$ cat src/logic/spi_port_pkg.sv
`default_nettype none
package spi_port_pkg;
  // Control word bit positions
  localparam int CTL_DONE_BIT   = 7;
  localparam int CTL_MASTER_ENABLE_BIT_BIT  = 6;
  localparam int CTL_FAULT_BIT  = 5;
  localparam int CTL_WRITE_COLLISION_FLAG_BIT   = 4;
  localparam int CTL_SELHI_BIT  = 3;
  localparam int CTL_SELLO_BIT  = 2;
  localparam int CTL_PEN_BIT    = 0;
  // Reset values
  localparam logic [1:0] SEL_MODE_RST = 2'h1;
  localparam logic       MASTER_ENABLE_BIT_RST    = 1'h0;
  localparam logic       PEN_RST      = 1'h0;
  // Select-mode encodings
  localparam logic [1:0] SEL_3WIRE = 2'h0;
  localparam logic [1:0] SEL_MULTI = 2'h1;
  // Timing: serial clock half period in system clocks
  localparam int SCK_HALF_CYC  = 4;
  localparam int BITS_PER_BYTE = 8;
  localparam int FIFO_DEPTH    = 16;

  typedef enum logic [1:0] {
    M_IDLE  = 2'b00,
    M_LOW   = 2'b01,
    M_HIGH  = 2'b10
  } mst_state_e;

  typedef struct packed {
    logic [1:0] sel_mode;
    logic       master_en;
    logic       port_en;
  } ctl_s;

  typedef struct packed {
    logic o;
    logic oe;
  } pin_drv_s;
endpackage
`default_nettype wire

$ cat src/logic/byte_fifo.sv
`default_nettype none
module byte_fifo #(
  parameter int WIDTH = 8,
  parameter int DEPTH = 16
) (
  input  wire logic             clk,
  input  wire logic             rst_n,
  input  wire logic             in_valid,
  output logic                  in_ready,
  input  wire logic [WIDTH-1:0] in_data,
  output logic                  out_valid,
  input  wire logic             out_ready,
  output logic      [WIDTH-1:0] out_data
);
  localparam int AW = $clog2(DEPTH);
  logic [WIDTH-1:0] mem_r [DEPTH];
  logic [AW-1:0]    wptr_r;
  logic [AW-1:0]    rptr_r;
  logic [AW:0]      count_r;
  logic             push;
  logic             pop;

  assign in_ready  = (count_r != (AW+1)'(DEPTH));
  assign out_valid = (count_r != '0);
  assign out_data  = mem_r[rptr_r];
  assign push      = in_valid && in_ready;
  assign pop       = out_valid && out_ready;

  always_ff @(posedge clk) begin
    if (push) begin
      mem_r[wptr_r] <= in_data;
    end
  end

  always_ff @(posedge clk or negedge rst_n) begin
    if (!rst_n) begin
      wptr_r  <= '0;
      rptr_r  <= '0;
      count_r <= '0;
    end else begin
      if (push) begin
        wptr_r <= (wptr_r == AW'(DEPTH-1)) ? '0 : wptr_r + 1'b1;
      end
      if (pop) begin
        rptr_r <= (rptr_r == AW'(DEPTH-1)) ? '0 : rptr_r + 1'b1;
      end
      count_r <= count_r + (AW+1)'(push) - (AW+1)'(pop);
    end
  end

  a_fifo_no_overfill: assert property (@(posedge clk) disable iff (!rst_n)
    count_r <= (AW+1)'(DEPTH)) else $error("fifo count beyond depth");
endmodule
`default_nettype wire

$ cat src/logic/spi_port.sv
// Notes on behaviour
// - Data out driven as master, input as slave
// - Master data out follows shift register MSB
// - Slave data out released when disabled/unselected
// - Three-wire slave drives MSB continuously
// - Clock only as master; unselected slave ignores
// - Mode 00: three-wire, slave always selected
// - Mode 01: select input; low select level stops master
// - Mode 1x: select output equals lower bit
// - Select pin unmapped in three-wire mode 00 only
// - Mode field bits 3:2, reset value 01
// - Master enable bit 6 makes master
// - Write buffered; loads shifter when empty
// - Transfer starts shifting and clocking at once
// - Completion sets flag bit 7, interrupt
// - Receive simultaneous; one flag for both
// - Receive MSB first, copy to buffer
// - Multi-master low select clears enables, faults
// - Fault interrupts; stays off until re-enabled
// - Write into full buffer sets collision, dropped
`default_nettype none
module spi_port #(
  parameter int TX_DEPTH = spi_port_pkg::FIFO_DEPTH
) (
  input  wire logic       MCLK,
  input  wire logic       RST_N,
  input  wire logic       CTL_WR,
  input  wire logic [7:0] CTL_WDATA,
  output logic      [7:0] CTL_STATUS,
  input  wire logic       DAT_WR,
  input  wire logic [7:0] DAT_WDATA,
  output logic            DAT_WREADY,
  input  wire logic       DAT_RD,
  output logic      [7:0] DAT_RDATA,
  output logic            RX_VALID,
  input  wire logic       FLAG_CLR,
  input  wire logic [7:0] FLAG_CLR_MASK,
  input  wire logic       INT_EN,
  output logic            IRQ,
  output logic            MOSI_O,
  output logic            MOSI_OE,
  input  wire logic       MOSI_I,
  output logic            MISO_O,
  output logic            MISO_OE,
  input  wire logic       MISO_I,
  output logic            SCK_O,
  output logic            SCK_OE,
  input  wire logic       SCK_I,
  output logic            SEL_O,
  output logic            SEL_OE,
  input  wire logic       SEL_I,
  output logic            SEL_PIN_MAPPED
);
  localparam int HW = $clog2(spi_port_pkg::SCK_HALF_CYC + 1);

  spi_port_pkg::ctl_s       ctl_r;
  spi_port_pkg::mst_state_e mst_r;
  logic       done_r;
  logic       fault_r;
  logic       write_collision_flag_r;
  logic [7:0] shift_r;
  logic [7:0] rxbuf_r;
  logic       rx_valid_r;
  logic [3:0] bitcnt_r;
  logic [HW-1:0] half_r;
  logic       loaded_r;
  logic [2:0] sck_sync_r;
  logic [2:0] sel_sync_r;
  logic [2:0] mosi_sync_r;
  logic [2:0] miso_sync_r;
  logic       sck_lvl_r;
  logic       sel_lvl_r;
  logic       sck_out_r;
  logic       rx_bit_r;
  logic       fifo_valid;
  logic [7:0] fifo_data;
  logic       fifo_pop;
  logic       fifo_ready;
  logic       is_master;
  logic       slave_sel;
  logic       sck_rise;
  logic       sck_fall;
  logic       sel_fall;
  logic       mst_done;
  logic       slv_done;
  logic       byte_done;
  logic       sel_level;
  logic       sel_stable;
  logic       sck_stable;

  function automatic logic agree(input logic [2:0] s);
    agree = (s[1] == s[2]);
  endfunction

  assign is_master  = ctl_r.port_en && ctl_r.master_en;
  assign sel_stable = agree(sel_sync_r);
  assign sck_stable = agree(sck_sync_r);
  assign sel_level  = sel_stable ? sel_sync_r[1] : sel_lvl_r;
  // Slave is selected permanently in three-wire mode
  assign slave_sel  = ctl_r.port_en && !ctl_r.master_en &&
                      ((ctl_r.sel_mode == spi_port_pkg::SEL_3WIRE) ||
                       !sel_level);
  assign sck_rise   = sck_stable && sck_sync_r[1] && !sck_lvl_r;
  assign sck_fall   = sck_stable && !sck_sync_r[1] && sck_lvl_r;
  assign sel_fall   = sel_stable && !sel_sync_r[1] && sel_lvl_r;

  // Three-flop sampling of pins; stage 0 feeds stage 1 only
  always_ff @(posedge MCLK or negedge RST_N) begin
    if (!RST_N) begin
      sck_sync_r  <= 3'h0;
      sel_sync_r  <= 3'h7;
      mosi_sync_r <= 3'h0;
      miso_sync_r <= 3'h0;
    end else begin
      sck_sync_r  <= {sck_sync_r[1:0], SCK_I};
      sel_sync_r  <= {sel_sync_r[1:0], SEL_I};
      mosi_sync_r <= {mosi_sync_r[1:0], MOSI_I};
      miso_sync_r <= {miso_sync_r[1:0], MISO_I};
    end
  end

  always_ff @(posedge MCLK or negedge RST_N) begin
    if (!RST_N) begin
      sck_lvl_r <= 1'h0;
      sel_lvl_r <= 1'h1;
    end else begin
      if (sck_stable) begin
        sck_lvl_r <= sck_sync_r[1];
      end
      if (sel_stable) begin
        sel_lvl_r <= sel_sync_r[1];
      end
    end
  end

  // Control: software write, fault clears enables
  always_ff @(posedge MCLK or negedge RST_N) begin
    if (!RST_N) begin
      ctl_r.sel_mode  <= spi_port_pkg::SEL_MODE_RST;
      ctl_r.master_en <= spi_port_pkg::MASTER_ENABLE_BIT_RST;
      ctl_r.port_en   <= spi_port_pkg::PEN_RST;
    end else if (is_master && ctl_r.sel_mode == spi_port_pkg::SEL_MULTI &&
                 !sel_level) begin
      ctl_r.master_en <= 1'b0;
      ctl_r.port_en   <= 1'b0;
    end else if (CTL_WR) begin
      ctl_r.sel_mode  <= {CTL_WDATA[spi_port_pkg::CTL_SELHI_BIT],
                          CTL_WDATA[spi_port_pkg::CTL_SELLO_BIT]};
      ctl_r.master_en <= CTL_WDATA[spi_port_pkg::CTL_MASTER_ENABLE_BIT_BIT];
      ctl_r.port_en   <= CTL_WDATA[spi_port_pkg::CTL_PEN_BIT];
    end
  end

  assign fifo_pop = fifo_valid && !loaded_r && ctl_r.port_en;

  byte_fifo #(
    .WIDTH (8),
    .DEPTH (TX_DEPTH)
  ) u_tx_fifo (
    .clk       (MCLK),
    .rst_n     (RST_N),
    .in_valid  (DAT_WR),
    .in_ready  (fifo_ready),
    .in_data   (DAT_WDATA),
    .out_valid (fifo_valid),
    .out_ready (fifo_pop),
    .out_data  (fifo_data)
  );
  // Back-pressure on writers; writing into a full buffer is a collision
  assign DAT_WREADY = fifo_ready;

  // Master sequencer: half-period counter, 8 bits MSB first
  assign mst_done = (mst_r == spi_port_pkg::M_HIGH) &&
                    (half_r == HW'(spi_port_pkg::SCK_HALF_CYC - 1)) &&
                    (bitcnt_r == 4'(spi_port_pkg::BITS_PER_BYTE - 1));
  assign slv_done = slave_sel && sck_rise &&
                    (bitcnt_r == 4'(spi_port_pkg::BITS_PER_BYTE - 1));
  assign byte_done = mst_done || slv_done;

  always_ff @(posedge MCLK or negedge RST_N) begin
    if (!RST_N) begin
      mst_r     <= spi_port_pkg::M_IDLE;
      half_r    <= '0;
      bitcnt_r  <= 4'h0;
      shift_r   <= 8'h00;
      loaded_r  <= 1'b0;
      sck_out_r <= 1'b0;
      rx_bit_r  <= 1'b0;
    end else if (!ctl_r.port_en) begin
      mst_r     <= spi_port_pkg::M_IDLE;
      bitcnt_r  <= 4'h0;
      loaded_r  <= 1'b0;
      sck_out_r <= 1'b0;
    end else if (fifo_pop) begin
      shift_r  <= fifo_data;
      loaded_r <= 1'b1;
      bitcnt_r <= 4'h0;
      half_r   <= '0;
      if (is_master) begin
        mst_r <= spi_port_pkg::M_LOW;
      end
    end else if (is_master) begin
      case (mst_r)
        spi_port_pkg::M_LOW: begin
          if (half_r == HW'(spi_port_pkg::SCK_HALF_CYC - 1)) begin
            half_r    <= '0;
            sck_out_r <= 1'b1;
            mst_r     <= spi_port_pkg::M_HIGH;
            // Capture only; shifting here would move data out at the slave's sample edge
            rx_bit_r  <= miso_sync_r[2];
          end else begin
            half_r <= half_r + 1'b1;
          end
        end
        spi_port_pkg::M_HIGH: begin
          if (half_r == HW'(spi_port_pkg::SCK_HALF_CYC - 1)) begin
            half_r    <= '0;
            sck_out_r <= 1'b0;
            // Next data bit appears with the falling clock
            shift_r   <= {shift_r[6:0], rx_bit_r};
            if (mst_done) begin
              mst_r    <= spi_port_pkg::M_IDLE;
              loaded_r <= 1'b0;
              bitcnt_r <= 4'h0;
            end else begin
              mst_r    <= spi_port_pkg::M_LOW;
              bitcnt_r <= bitcnt_r + 4'h1;
            end
          end else begin
            half_r <= half_r + 1'b1;
          end
        end
        default: begin
          mst_r     <= spi_port_pkg::M_IDLE;
          sck_out_r <= 1'b0;
        end
      endcase
    end else begin
      // Slave: select falling edge in mode 01 restarts the bit count
      mst_r <= spi_port_pkg::M_IDLE;
      if (sel_fall && ctl_r.sel_mode == spi_port_pkg::SEL_MULTI) begin
        bitcnt_r <= 4'h0;
      end else if (slave_sel && sck_rise) begin
        shift_r <= {shift_r[6:0], mosi_sync_r[2]};
        if (slv_done) begin
          bitcnt_r <= 4'h0;
          loaded_r <= 1'b0;
        end else begin
          bitcnt_r <= bitcnt_r + 4'h1;
        end
      end
    end
  end

  // Receive buffer and flags; set wins over software clear
  always_ff @(posedge MCLK or negedge RST_N) begin
    if (!RST_N) begin
      rxbuf_r    <= 8'h00;
      rx_valid_r <= 1'b0;
    end else if (byte_done) begin
      rxbuf_r    <= mst_done ? {shift_r[6:0], rx_bit_r} : {shift_r[6:0], mosi_sync_r[2]};
      rx_valid_r <= 1'b1;
    end else if (DAT_RD) begin
      rx_valid_r <= 1'b0;
    end
  end

  always_ff @(posedge MCLK or negedge RST_N) begin
    if (!RST_N) begin
      done_r  <= 1'b0;
      fault_r <= 1'b0;
      write_collision_flag_r  <= 1'b0;
    end else begin
      if (byte_done) begin
        done_r <= 1'b1;
      end else if (FLAG_CLR && FLAG_CLR_MASK[spi_port_pkg::CTL_DONE_BIT]) begin
        done_r <= 1'b0;
      end
      if (is_master && ctl_r.sel_mode == spi_port_pkg::SEL_MULTI && !sel_level) begin
        fault_r <= 1'b1;
      end else if (FLAG_CLR && FLAG_CLR_MASK[spi_port_pkg::CTL_FAULT_BIT]) begin
        fault_r <= 1'b0;
      end
      if (DAT_WR && !fifo_ready) begin
        write_collision_flag_r <= 1'b1;
      end else if (FLAG_CLR && FLAG_CLR_MASK[spi_port_pkg::CTL_WRITE_COLLISION_FLAG_BIT]) begin
        write_collision_flag_r <= 1'b0;
      end
    end
  end

  assign CTL_STATUS = {done_r, ctl_r.master_en, fault_r, write_collision_flag_r,
                       ctl_r.sel_mode, 1'b0, ctl_r.port_en};
  assign DAT_RDATA  = rxbuf_r;
  assign RX_VALID   = rx_valid_r;
  assign IRQ        = INT_EN && (done_r || fault_r || write_collision_flag_r);

  // Pins
  assign MOSI_O  = shift_r[7];
  assign MOSI_OE = is_master;
  assign MISO_O  = shift_r[7];
  assign MISO_OE = slave_sel;
  assign SCK_O   = sck_out_r;
  assign SCK_OE  = is_master;
  assign SEL_O   = ctl_r.sel_mode[0];
  assign SEL_OE  = ctl_r.port_en && ctl_r.sel_mode[1];
  assign SEL_PIN_MAPPED = (ctl_r.sel_mode != spi_port_pkg::SEL_3WIRE);

  a_miso_release: assert property (@(posedge MCLK) disable iff (!RST_N)
    !ctl_r.port_en |-> !MISO_OE) else $error("data out driven while disabled");
  a_fault_disable: assert property (@(posedge MCLK) disable iff (!RST_N)
    (is_master && ctl_r.sel_mode == spi_port_pkg::SEL_MULTI && !sel_level)
    |=> (!ctl_r.master_en && !ctl_r.port_en && fault_r)) else $error("fault not taken");
  a_sel_out_level: assert property (@(posedge MCLK) disable iff (!RST_N)
    (SEL_OE && $past(CTL_WR)) |-> SEL_O == $past(CTL_WDATA[spi_port_pkg::CTL_SELLO_BIT]))
    else $error("select level");
  a_sel_out_steady: assert property (@(posedge MCLK) disable iff (!RST_N)
    (SEL_OE && $past(SEL_OE) && !$past(CTL_WR)) |-> $stable(SEL_O))
    else $error("select output moved without a write");
  a_slave_ignores_sck: assert property (@(posedge MCLK) disable iff (!RST_N)
    (ctl_r.port_en && !ctl_r.master_en && !slave_sel && !fifo_pop)
    |=> $stable(bitcnt_r)) else $error("unselected slave counted a clock edge");
  a_fault_sticky: assert property (@(posedge MCLK) disable iff (!RST_N)
    (fault_r && !(FLAG_CLR && FLAG_CLR_MASK[spi_port_pkg::CTL_FAULT_BIT]))
    |=> fault_r) else $error("fault flag lost");
  a_port_stays_off: assert property (@(posedge MCLK) disable iff (!RST_N)
    (!ctl_r.port_en && !CTL_WR) |=> !ctl_r.port_en) else $error("port enabled itself");
  a_done_flag: assert property (@(posedge MCLK) disable iff (!RST_N)
    mst_done |=> done_r) else $error("completion flag missing");
  a_master_starts: assert property (@(posedge MCLK) disable iff (!RST_N)
    (fifo_pop && is_master) |=> mst_r == spi_port_pkg::M_LOW) else $error("no start");
  a_sck_only_master: assert property (@(posedge MCLK) disable iff (!RST_N)
    SCK_OE |-> ctl_r.master_en) else $error("clock driven as slave");
  a_write_collision_flag_set: assert property (@(posedge MCLK) disable iff (!RST_N)
    (DAT_WR && !fifo_ready) |=> write_collision_flag_r) else $error("collision flag missing");
  a_mosi_msb: assert property (@(posedge MCLK) disable iff (!RST_N)
    MOSI_OE |-> MOSI_O == shift_r[7]) else $error("data out not msb");
  c_master_byte: cover property (@(posedge MCLK) mst_done);
  c_slave_byte: cover property (@(posedge MCLK) slv_done);
  c_fault: cover property (@(posedge MCLK) $rose(fault_r));
  c_slave_clock: cover property (@(posedge MCLK) slave_sel && sck_fall);
  c_collision: cover property (@(posedge MCLK) $rose(write_collision_flag_r));
endmodule
`default_nettype wire

$ cat config.mk
export PLATFORM = sky130hd
export DESIGN_NAME = spi_port
export DESIGN_NICKNAME = d
export VERILOG_FILES = /design/src/logic/spi_port_pkg.sv /design/src/logic/byte_fifo.sv /design/src/logic/spi_port.sv
export SDC_FILE = /design/constraint.sdc
export NUM_CORES = 1
export LEC_CHECK = 0
export BUFFER_PORTS_ARGS = -buffer_cell sky130_fd_sc_hd__buf_2
export CELL_PAD_IN_SITES_DETAIL_PLACEMENT = 2
export CELL_PAD_IN_SITES_GLOBAL_PLACEMENT = 2
export CORE_ASPECT_RATIO = 0.5
export CORE_MARGIN = 2
export CORE_UTILIZATION = 46
export CTS_BUF_LIST = sky130_fd_sc_hd__clkbuf_8
export CTS_CLUSTER_DIAMETER = 120
export CTS_CLUSTER_SIZE = 12
export DETAILED_ROUTE_END_ITERATION = 6
export GPL_TIMING_DRIVEN = 0
export PLACE_DENSITY = 0.86
export REMOVE_ABC_BUFFERS = 1
export SYNTH_ARGS = -nofsm -noshare
export SYNTH_HDL_FRONTEND = slang
export SYNTH_SLANG_ARGS = --single-unit
$ cat constraint.sdc
create_clock -name MCLK -period 3.3 [get_ports MCLK]
set_input_delay 0.66 -clock MCLK [delete_from_list [all_inputs] [get_ports MCLK]]
set_output_delay 0.66 -clock MCLK [all_outputs]
set_load 0.01 [all_outputs]
==> flow_metrics.tcl, run 1 <==
set metrics [dict create \
    status "completed" \
    drt_iter0_drc 403 \
    maxSlewViolCount 0 \
    setup_ws_ps 167 \
    cp_slowest_cell "dfrtp_1" \
    synth_area_per_cell_um2 15.9 \
    ant_nets 0 \
    io_buffers 52 \
    cts_root_buf "clkbuf_8" \
    worstMarginPinSlew_ps 975 \
    crit_buf_inv 4 \
    antenna_found_initial 0 \
    fmaxAchievable_mhz 319 \
    startpoint_type "flip-flop" \
    fin_crit_sh 0.949 \
    path_cells "inv_1, ha_1, nor4b_4, buf_4, or3_4, clkinvlp_4, ha_1, inv_1, ha_1, fa_2, a21oi_1, nor2_1, nor2_1, xnor2_1" \
    drc 0 \
    cp_common_cell "ha_1" \
    grt.total_usage 0.249 \
    post-place-ws_ps -549 \
    initial_core_util 0.465 \
    fillerInstances 1592 \
    cts_tree "built" \
    wirelength_mm 22.1 \
    synthArstFlopShare 0.330 \
    yosys_most_used_dff "edfxtp_1" \
    synth_edf_count 128 \
    drive_gt1_frac 0.295 \
    ios 63 \
    cap_viol_max_count 0 \
    fin_nets 607 \
    clk-insertion-delay-late_ps 480 \
    vdd_drop_max_mv 0.295 \
    yosys_warnings 0 \
    synthDistinctLibCells 56 \
    ys_ff_latch 191 \
    skew_ps 18.0 \
    gp_congestion 0.756 \
    clock-sinks 191 \
    grt_overflow 0 \
    final_util 0.518 \
    routed-via-count 4695 \
    setup_tns_ps 0 \
    routedWlPerCell_um 27.5 \
    core_mm2 0.0172 \
    p_leak_nw 3.33 \
    timing.hold.ws_ps 283 \
    cp-end-kind "flip-flop" \
    hp-class "input port to async pin" \
    slew_headroom 0.348 \
    grt_pass1_vias 5171 \
    grt_max_degree 64 \
    clk_path_buf_depth 2 \
    dieWidth_um 190 \
    htree_levels 4 \
    r2r-start "u_tx_fifo.count_r[3]$_DFF_PN0_" \
    hpwl_mm 14.1 \
    synthCells 502 \
    required_ps 3710 \
    via_per_inst 5.86 \
    critical_path_class "flip-flop to flip-flop" \
    critical_path_arrival_ps 3540 \
    worstRegToRegCells 14 \
    r2r_slack_ps 170 \
    crit_cells 14 \
    die_y_um 97.2 \
    final-hold-violation-count 0 \
    area_growth_pct 11.3 \
    cp_max_fo 6 \
    seq_area_frac_synth 0.679 \
    grt_pass1_wl_mm 33.3 \
    hold_buffers 0 \
    final-setup-viol-count 0 \
    r2r_end "u_tx_fifo.count_r[4]$_DFF_PN0_" \
    rows 34 \
    antennaDiodeCount 0 \
    p_per_area_mw_per_mm2 784 \
    dieArea_mm2 0.0185 \
    cp_slowest_stage_delay_ps 430 \
    drtPass1Iterations 5 \
    cts_buffers 17 \
    cp_top_family "adder cells" \
    fin_crit_ps 3130 \
    synth_area_mm2 0.00799 \
    path_clk_slew_ps 110 \
]
## worst reg2reg max path: cells and delay by family, from the launching register on
kind / cells / cell delay (ps)
adders and majority gates: 4 / 1220
AOI/OAI and AO/OA: 1 / 210
buffers and inverters: 4 / 500
DFF: 1 / 430
and+or+nand+nor: 4 / 580
xor gates and xnor gates: 1 / 120
## power by group
| group | switching, W | internal [W] |
|---|---|---|
| sequential | 0.000450 | 0.00289 |
| combinational | 0.00118 | 0.000901 |
| clock | 0.000936 | 0.000624 |
| total | 0.00256 | 0.00441 |
## flip-flops by register name, summed over array words and instances, names as in the netlist, 2 cells and up
signal and flops:
CTL_STATUS 4, DAT_RDATA 8, bitcnt_r 4, u_tx_fifo.mem_r 128
half_r 3, sel_sync_r 3, u_tx_fifo.wptr_r 4, mosi_sync_r 3
miso_sync_r 3, u_tx_fifo.rptr_r 4, shift_r 8, mst_r 2
u_tx_fifo.count_r 5, sck_sync_r 3
## synthesized netlist by cell type (2+ instances only)
library cell,number,share of area
edfxtp_1,128,0.48
dfrtp_1,58,0.18
mux4_2,32,0.090
nor2_1,31,0.015
a21oi_1,28,0.018
nand2_1,28,0.013
inv_1,20,0.0094
ha_1,17,0.027
a22oi_1,14,0.013
mux2_2,14,0.020
o21ai_0,13,0.0081
buf_4,9,0.0085
clkbuf_1,9,0.0042
nand3_1,8,0.0050
buf_2,7,0.0044
nand2b_1,7,0.0055
a21o_1,6,0.0056
nor3_1,6,0.0038
dfstp_2,5,0.016
and2_1,4,0.0031
buf_6,4,0.0056
mux2i_1,4,0.0050
xnor2_1,4,0.0044
a211oi_1,3,0.0028
a21oi_2,3,0.0033
a22o_1,3,0.0033
nor2b_1,3,0.0023
and3b_1,2,0.0022
nand4_1,2,0.0016
o21a_1,2,0.0019
or4b_1,2,0.0025
xor2_1,2,0.0022
## how the worst max path moves through the flow
stage / startpoint / end / slack (ps)
floorplan: u_tx_fifo.count_r[3]$_DFF_PN0_ / u_tx_fifo.count_r[4]$_DFF_PN0_ / 300
global route: u_tx_fifo.count_r[3]$_DFF_PN0_ / u_tx_fifo.count_r[4]$_DFF_PN0_ / -20
CTS: u_tx_fifo.count_r[3]$_DFF_PN0_ / u_tx_fifo.count_r[4]$_DFF_PN0_ / -160
global placement: u_tx_fifo.count_r[3]$_DFF_PN0_ / u_tx_fifo.count_r[4]$_DFF_PN0_ / -330
finish: u_tx_fifo.count_r[3]$_DFF_PN0_ / u_tx_fifo.count_r[4]$_DFF_PN0_ / 170
detailed placement: u_tx_fifo.count_r[2]$_DFF_PN0_ / u_tx_fifo.count_r[4]$_DFF_PN0_ / -550
## metrics by stage
stage	cells	power (W)	area, µm²
after floorplan	473	0.00450	7810
after global placement	759	0.00504	8360
after detailed placement	760	0.00530	8390
after CTS	792	0.00692	8810
after global routing	801	0.00731	8900
final	801	0.00698	8900
## what timing repair did
item,4_1_cts,5_1_grt
pin swaps,0,1
resized for setup,7,6
endpoints found under the setup margin,36,107
setup buffers,0,8
cloned,0,1
## layout make-up
cell class	instances	area, µm²	share of cell area
flip-flops and latches	191	5430	0.610
multi-input cells	263	2360	0.265
repair buffers	61	343	0.0385
well taps	234	293	0.0329
clock buffers	17	234	0.0263
clock inverters	15	159	0.0179
inverters	20	78.8	0.00886
## layer usage
metal  vias to the layer above  track usage  wire length [µm]
met2                       159        0.398             10900
met5                         -            0                 0
li1                       2002            -                 -
met4                         0       0.0549               218
met1                      2514        0.342              9570
met3                        20       0.0708              1370
## cells in the final DEF (no fill, tap or decap), drive strengths merged, types with 3 or more instances in the layout
master	instances
a211oi	3
a21o	6
a21oi	31
a22o	3
a22oi	14
and2	4
buf	61
clkbuf	17
clkinv	5
clkinvlp	4
dfrtp	58
dfstp	5
edfxtp	128
ha	17
inv	25
mux2	14
mux2i	4
mux4	32
nand2	28
nand2b	7
nand3	8
nor2	31
nor2b	4
nor3	6
o21ai	13
xnor2	4
## logic make-up (layout without fill, tap and decap cells)
family          count (synthesis)  after routing  share of synthesized area
fa+ha+maj                      18             18                     0.0291
flops                         191            191                      0.679
other cells                     1              1                   0.000469
buf+inv                        49            113                     0.0321
compound gates                 86             86                     0.0739
xor+xnor                        6              6                    0.00658
mux                            50             50                      0.115
simple gates                  101            102                     0.0639
Power figures use the tool's default switching activity.
==> inputs of run 2 (changes only) <==
Settings changed: ABC_AREA set to 1, CORE_UTILIZATION 46 to 41, PLACE_DENSITY 0.86 to 0.87.
==> flow_metrics.tcl, run 2 <==
set metrics [dict create \
    cts_tree "built" \
    synthDistinctLibCells 39 \
    ant_nets 0 \
    drc 0 \
    antennaDiodeCount 0 \
    synthCells 815 \
    fin_crit_sh 0.917 \
    largest_register_ffs 128 \
    synthDominantCellAreaShare 0.461 \
    drtPass1Iterations 5 \
    dieWidth_um 206 \
    routedWlPerCell_um 25.1 \
    grt_pass1_wl_mm 43.5 \
    fin_nets 907 \
    synth_area_mm2 0.00833 \
    final_area_mm2 0.00916 \
    antenna_found_initial 0 \
    grt_overflow 0 \
    grt_max_degree 64 \
    clock-sinks 191 \
    core_mm2 0.0197 \
    rsz0062_at_grt "false" \
    pwr-share-seq 0.447 \
    worstMarginPinSlew_ps 1050 \
    drive_gt1_frac 0.126 \
    ios 63 \
    critical_path_arrival_ps 3450 \
    htree_levels 4 \
    place_area_mm2 0.00878 \
    final-hold-violation-count 0 \
    grt_pass1_vias 7028 \
    dieArea_mm2 0.0215 \
    p_clk_frac 0.221 \
    cp-end-kind "flip-flop" \
    startpoint_type "flip-flop" \
    hpwl_mm 17.1 \
    timing.hold.ws_ps 253 \
    final_cell_mix "250 x nand2_1, 128 x edfxtp_1, 105 x nor2_1" \
    grt.total_usage 0.276 \
    seq_area_frac_synth 0.651 \
    skew_ps 24.1 \
    io_buffers 52 \
    yosys_most_used_dff "edfxtp_1" \
    p_sw_w 0.00302 \
    combPwrFrac 0.332 \
    cts_buffers 17 \
    hp-class "input port to async pin" \
    p_per_area_mw_per_mm2 794 \
    yosys_warnings 0 \
    maxSlewViolCount 0 \
    ys_top_cells_by_area "edfxtp_1 46%, dfrtp_1 17%, nand2_1 11%, nor2_1 4.8%, nand3_1 3.5%" \
    synth_area_per_cell_um2 10.2 \
    cap_viol_max_count 0 \
    vdd_drop_max_mv 0.277 \
    synth_top_cells_by_count "250 x nand2_1, 128 x edfxtp_1, 106 x nor2_1, 58 x dfrtp_1, 58 x nand3_1" \
    synthArstFlopShare 0.330 \
    cts_root_buf "clkbuf_8" \
    p_int_w 0.00425 \
    rows 36 \
    clk-insertion-delay-late_ps 510 \
    area_growth_pct 10.0 \
    post_cts_buffers 0 \
    slew_headroom 0.294 \
    yosysMostFrequentCell "nand2_1" \
    via_per_inst 5.50 \
    drt_iter0_drc 529 \
    final-setup-viol-count 0 \
    wirelength_mm 28.4 \
    final_common_cell "nand2_1" \
    cp_max_fo 16 \
    yosysTopAreaCell "edfxtp_1" \
    final_util 0.466 \
    path_clk_slew_ps 110 \
    p_leak_nw 3.90 \
    clk_path_buf_depth 2 \
    routed-via-count 6223 \
    fmaxAchievable_mhz 330 \
    fin_crit_ps 3030 \
    worstRegToRegCells 13 \
    ys_ff_latch 191 \
    synth_edf_count 128 \
    regMostFlops "u_tx_fifo.mem_r" \
    switching_share 0.416 \
    status "completed" \
    required_ps 3730 \
    gp_congestion 0.770 \
    total_power_w 0.00727 \
    die_y_um 105 \
    initial_core_util 0.423 \
    critical_path_class "flip-flop to flip-flop" \
    hold_buffers 0 \
]
[run 2: changes by cell type after synthesis, sizes merged, moves of 7 or more]
cell | before | now
nand2 | 28 | 252
a21oi | 31 | 6
a22oi | 14 | 0
o21ai | 13 | 51
nor2 | 31 | 107
nand3 | 8 | 60
inv | 20 | 53
nand2b | 7 | 0
o211ai | 0 | 9
mux4 | 32 | 0
mux2 | 14 | 1
[run 2: logic make-up (layout without fill, tap and decap cells)]
group	count (synthesis)	in the layout	share of synthesized area
multiplexers	1	1	0.00135
adder cells (fa/ha/maj)	18	18	0.0279
buffers and inverters	91	142	0.0487
other	1	1	0.000450
AND/OR/NAND/NOR	435	435	0.214
XOR/XNOR	8	8	0.00841
AO/OA/AOI/OAI	70	70	0.0482
flip-flops	191	191	0.651
[run 2: final timing paths]
path,start,end,slack (ps)
hold reg to reg,sel_sync_r[0]$_DFF_PN1_,sel_sync_r[1]$_DFF_PN1_,350
min in group MCLK,MOSI_I,mosi_sync_r[0]$_DFF_PN0_,270
setup reg to reg,u_tx_fifo.count_r[2]$_DFF_PN0_,u_tx_fifo.count_r[4]$_DFF_PN0_,270
setup / recovery,u_tx_fifo.count_r[2]$_DFF_PN0_,u_tx_fifo.count_r[4]$_DFF_PN0_,270
hold / removal,RST_N,CTL_STATUS[3]$_DFFE_PN0P_,250
max in group asynchronous,RST_N,u_tx_fifo.rptr_r[0]$_DFFE_PN0P_,2450
[run 2: worst max-delay path, cell delays in order (launching register included)]
cell and delay, ps:
dfrtp_1 400, inv_1 80, ha_1 230, nand3_1 160, nand2_1 170, nor2_4 370, ha_1 210, inv_1 50
ha_1 230, fa_1 460, a21oi_1 230, nor2_1 80, nor2_1 130, xor2_1 150
[run 2: cell type report]
| type | instances | area [µm²] |
|---|---|---|
| inverter | 57 | 218 |
| clock buffer | 17 | 234 |
| multi-input combinational | 533 | 2510 |
| timing repair buffer | 54 | 303 |
| tap | 266 | 333 |
| sequential | 191 | 5430 |
| clock inverter | 14 | 141 |
| fill | 2047 | 10500 |
[run 2: per-stage QoR]
stage	TNS (ps)	cells	setup WS, ps
after global routing	0	1132	49.6
after floorplan	0	781	311
after detailed placement	-73.4	1101	-73.4
after CTS	0	1132	86.9
after global placement	-16100	1099	-1870
final	0	1132	274
[run 2: per-layer routing]
metal  global-route usage  wire, µm
met1                0.359     12400
met2                0.465     14000
met3               0.0505      1370
met4               0.0976       684
met5                    0         0
[run 2: power groups by stage]
stage	combinational, W	clock, W	sequential (W)
after global placement	0.00188	0	0.00331
after CTS	0.00240	0.00163	0.00324
after global routing	0.00265	0.00171	0.00328
final	0.00242	0.00161	0.00325
after detailed placement	0.00225	0	0.00327
after floorplan	0.00134	0	0.00318
[run 2: timing repair]
action                                  CTS  global route
endpoints found under the setup margin    4             1
gates cloned                              0             0
gates resized for setup                   2             1
==> inputs of run 3 (changes only) <==
Settings changed: CORE_ASPECT_RATIO 0.5 to 0.6.
==> flow_metrics.tcl, run 3 (synthesis gave the netlist of run 2 again) <==
set metrics [dict create \
    core_mm2 0.0200 \
    gp_congestion 0.757 \
    worstMarginPinSlew_ps 1250 \
    hold_buffers 0 \
    grt_overflow 0 \
    fin_crit_ps 2900 \
    critical_path_arrival_ps 3310 \
    drt_iter0_drc 499 \
    grt_max_degree 64 \
    fmaxAchievable_mhz 345 \
    rows 40 \
    final-setup-viol-count 0 \
    htree_levels 4 \
    antenna_found_initial 1 \
    drive_gt1_frac 0.133 \
    cp_max_fo 4 \
    area_growth_pct 11.0 \
    clock-sinks 191 \
    dieWidth_um 188 \
    routed-via-count 6049 \
    p_leak_nw 3.93 \
    setup_ws_ps 403 \
    setup_tns_ps 0 \
    fin_crit_sh 0.878 \
    startpoint_type "flip-flop" \
    wirelength_mm 25.8 \
    r2r_slack_ps 400 \
    fillerInstances 2092 \
    rsz0062_at_grt "false" \
    cp_slowest_stage_delay_ps 450 \
    clk-insertion-delay-late_ps 510 \
    critical_path_class "flip-flop to flip-flop" \
    grt_pass1_vias 6721 \
    final-hold-violation-count 0 \
    maxSlewViolCount 0 \
    post-place-ws_ps -334 \
    cts_tree "built" \
    r2r-start "u_tx_fifo.count_r[3]$_DFF_PN0_" \
    final_area_mm2 0.00925 \
    cts_root_buf "clkbuf_8" \
    r2r_end "u_tx_fifo.count_r[4]$_DFF_PN0_" \
    p_per_area_mw_per_mm2 775 \
    place_area_mm2 0.00879 \
    die_y_um 114 \
    ios 63 \
    status "completed" \
    via_per_inst 5.29 \
    final_util 0.463 \
    final_common_cell "nand2_1" \
    fin_nets 909 \
    regMostFlops "u_tx_fifo.mem_r" \
    cp_slowest_cell "fa_1" \
    hpwl_mm 17.5 \
    drc 0 \
    ant_nets 0 \
    cap_viol_max_count 0 \
    skew_ps 19.1 \
    hp-class "input port to async pin" \
    io_buffers 52 \
    worstRegToRegCells 13 \
    clk_path_buf_depth 2 \
    cp_common_cell "ha_1" \
    drtPass1Iterations 5 \
    slew_headroom 0.161 \
    required_ps 3710 \
    total_power_w 0.00717 \
    grt_pass1_wl_mm 40.4 \
    routedWlPerCell_um 22.5 \
    largest_register_ffs 128 \
    grt.total_usage 0.255 \
    cts_buffers 17 \
    path_clk_slew_ps 100 \
    initial_core_util 0.417 \
    path_cells "inv_1, ha_1, nand3_1, nand2_1, nor2_4, ha_1, inv_1, ha_1, fa_1, a21oi_1, nor2_1, nor2_1, xor2_1" \
    cp-end-kind "flip-flop" \
    final_cell_mix "250 x nand2_1, 128 x edfxtp_1, 105 x nor2_1" \
    vdd_drop_max_mv 0.422 \
    dieArea_mm2 0.0215 \
]
[run 3: worst max path at each step]
stage                                               start                        endpoint  cells past startpoint
after floorplan           u_tx_fifo.rptr_r[0]$_DFFE_PN0P_          shift_r[0]$_DFFE_PN0P_                      7
final                      u_tx_fifo.count_r[3]$_DFF_PN0_  u_tx_fifo.count_r[4]$_DFF_PN0_                     13
after CTS                  u_tx_fifo.count_r[3]$_DFF_PN0_  u_tx_fifo.count_r[4]$_DFF_PN0_                     13
after global routing       u_tx_fifo.count_r[3]$_DFF_PN0_  u_tx_fifo.count_r[4]$_DFF_PN0_                     13
after global placement    u_tx_fifo.rptr_r[0]$_DFFE_PN0P_          shift_r[1]$_DFFE_PN0P_                      7
after detailed placement   u_tx_fifo.count_r[3]$_DFF_PN0_  u_tx_fifo.count_r[4]$_DFF_PN0_                     13
[run 3: where the power goes]
group	internal, W	leakage (nW)	total (W)	switching (W)
sequential	0.00289	1.94	0.00322	0.000338
combinational	0.000689	1.77	0.00222	0.00153
clock	0.000773	0.211	0.00173	0.000956
total	0.00435	3.93	0.00717	0.00282
[run 3: repair_timing]
action / 4_1_cts / 5_1_grt
endpoints found under the setup margin: 3 / 2
hold endpoints to repair: 0 / 0
setup buffers: 0 / 2
resized for setup: 2 / 1
pin swaps: 0 / 1
[run 3: critical path: cells and delay by family (launching register included)]
family	cells	cell delay, ps
xor gates and xnor gates	1	180
adders and majority gates	4	1150
AOI/OAI and AO/OA	1	170
and+or+nand+nor	5	750
buffers and inverters	2	140
DFF	1	410
[run 3: cell type report]
type	instances	area, µm²	area share
inverters	57	220	0.0238
diodes	1	2.50	0.000271
flip-flops and latches	191	5430	0.587
well taps	273	342	0.0369
multi-input cells	533	2510	0.271
clock inverters	15	195	0.0211
repair buffers	56	318	0.0344
clock buffers	17	234	0.0253
[run 3: stage by stage]
stage | std cells | hold slack [ps]
floorplan | 781 | 331
global placement | 1106 | 332
detailed placement | 1108 | 336
CTS | 1140 | 224
global route | 1142 | 216
finish | 1143 | 249
[run 3: per-layer routing]
metal / GRT usage / routed length, µm / share of wire
met3: 0.0503 / 935 / 0.036
met4: 0.0625 / 293 / 0.011
met1: 0.358 / 12500 / 0.48
met2: 0.410 / 12100 / 0.47
met5: 0 / 0 / 0
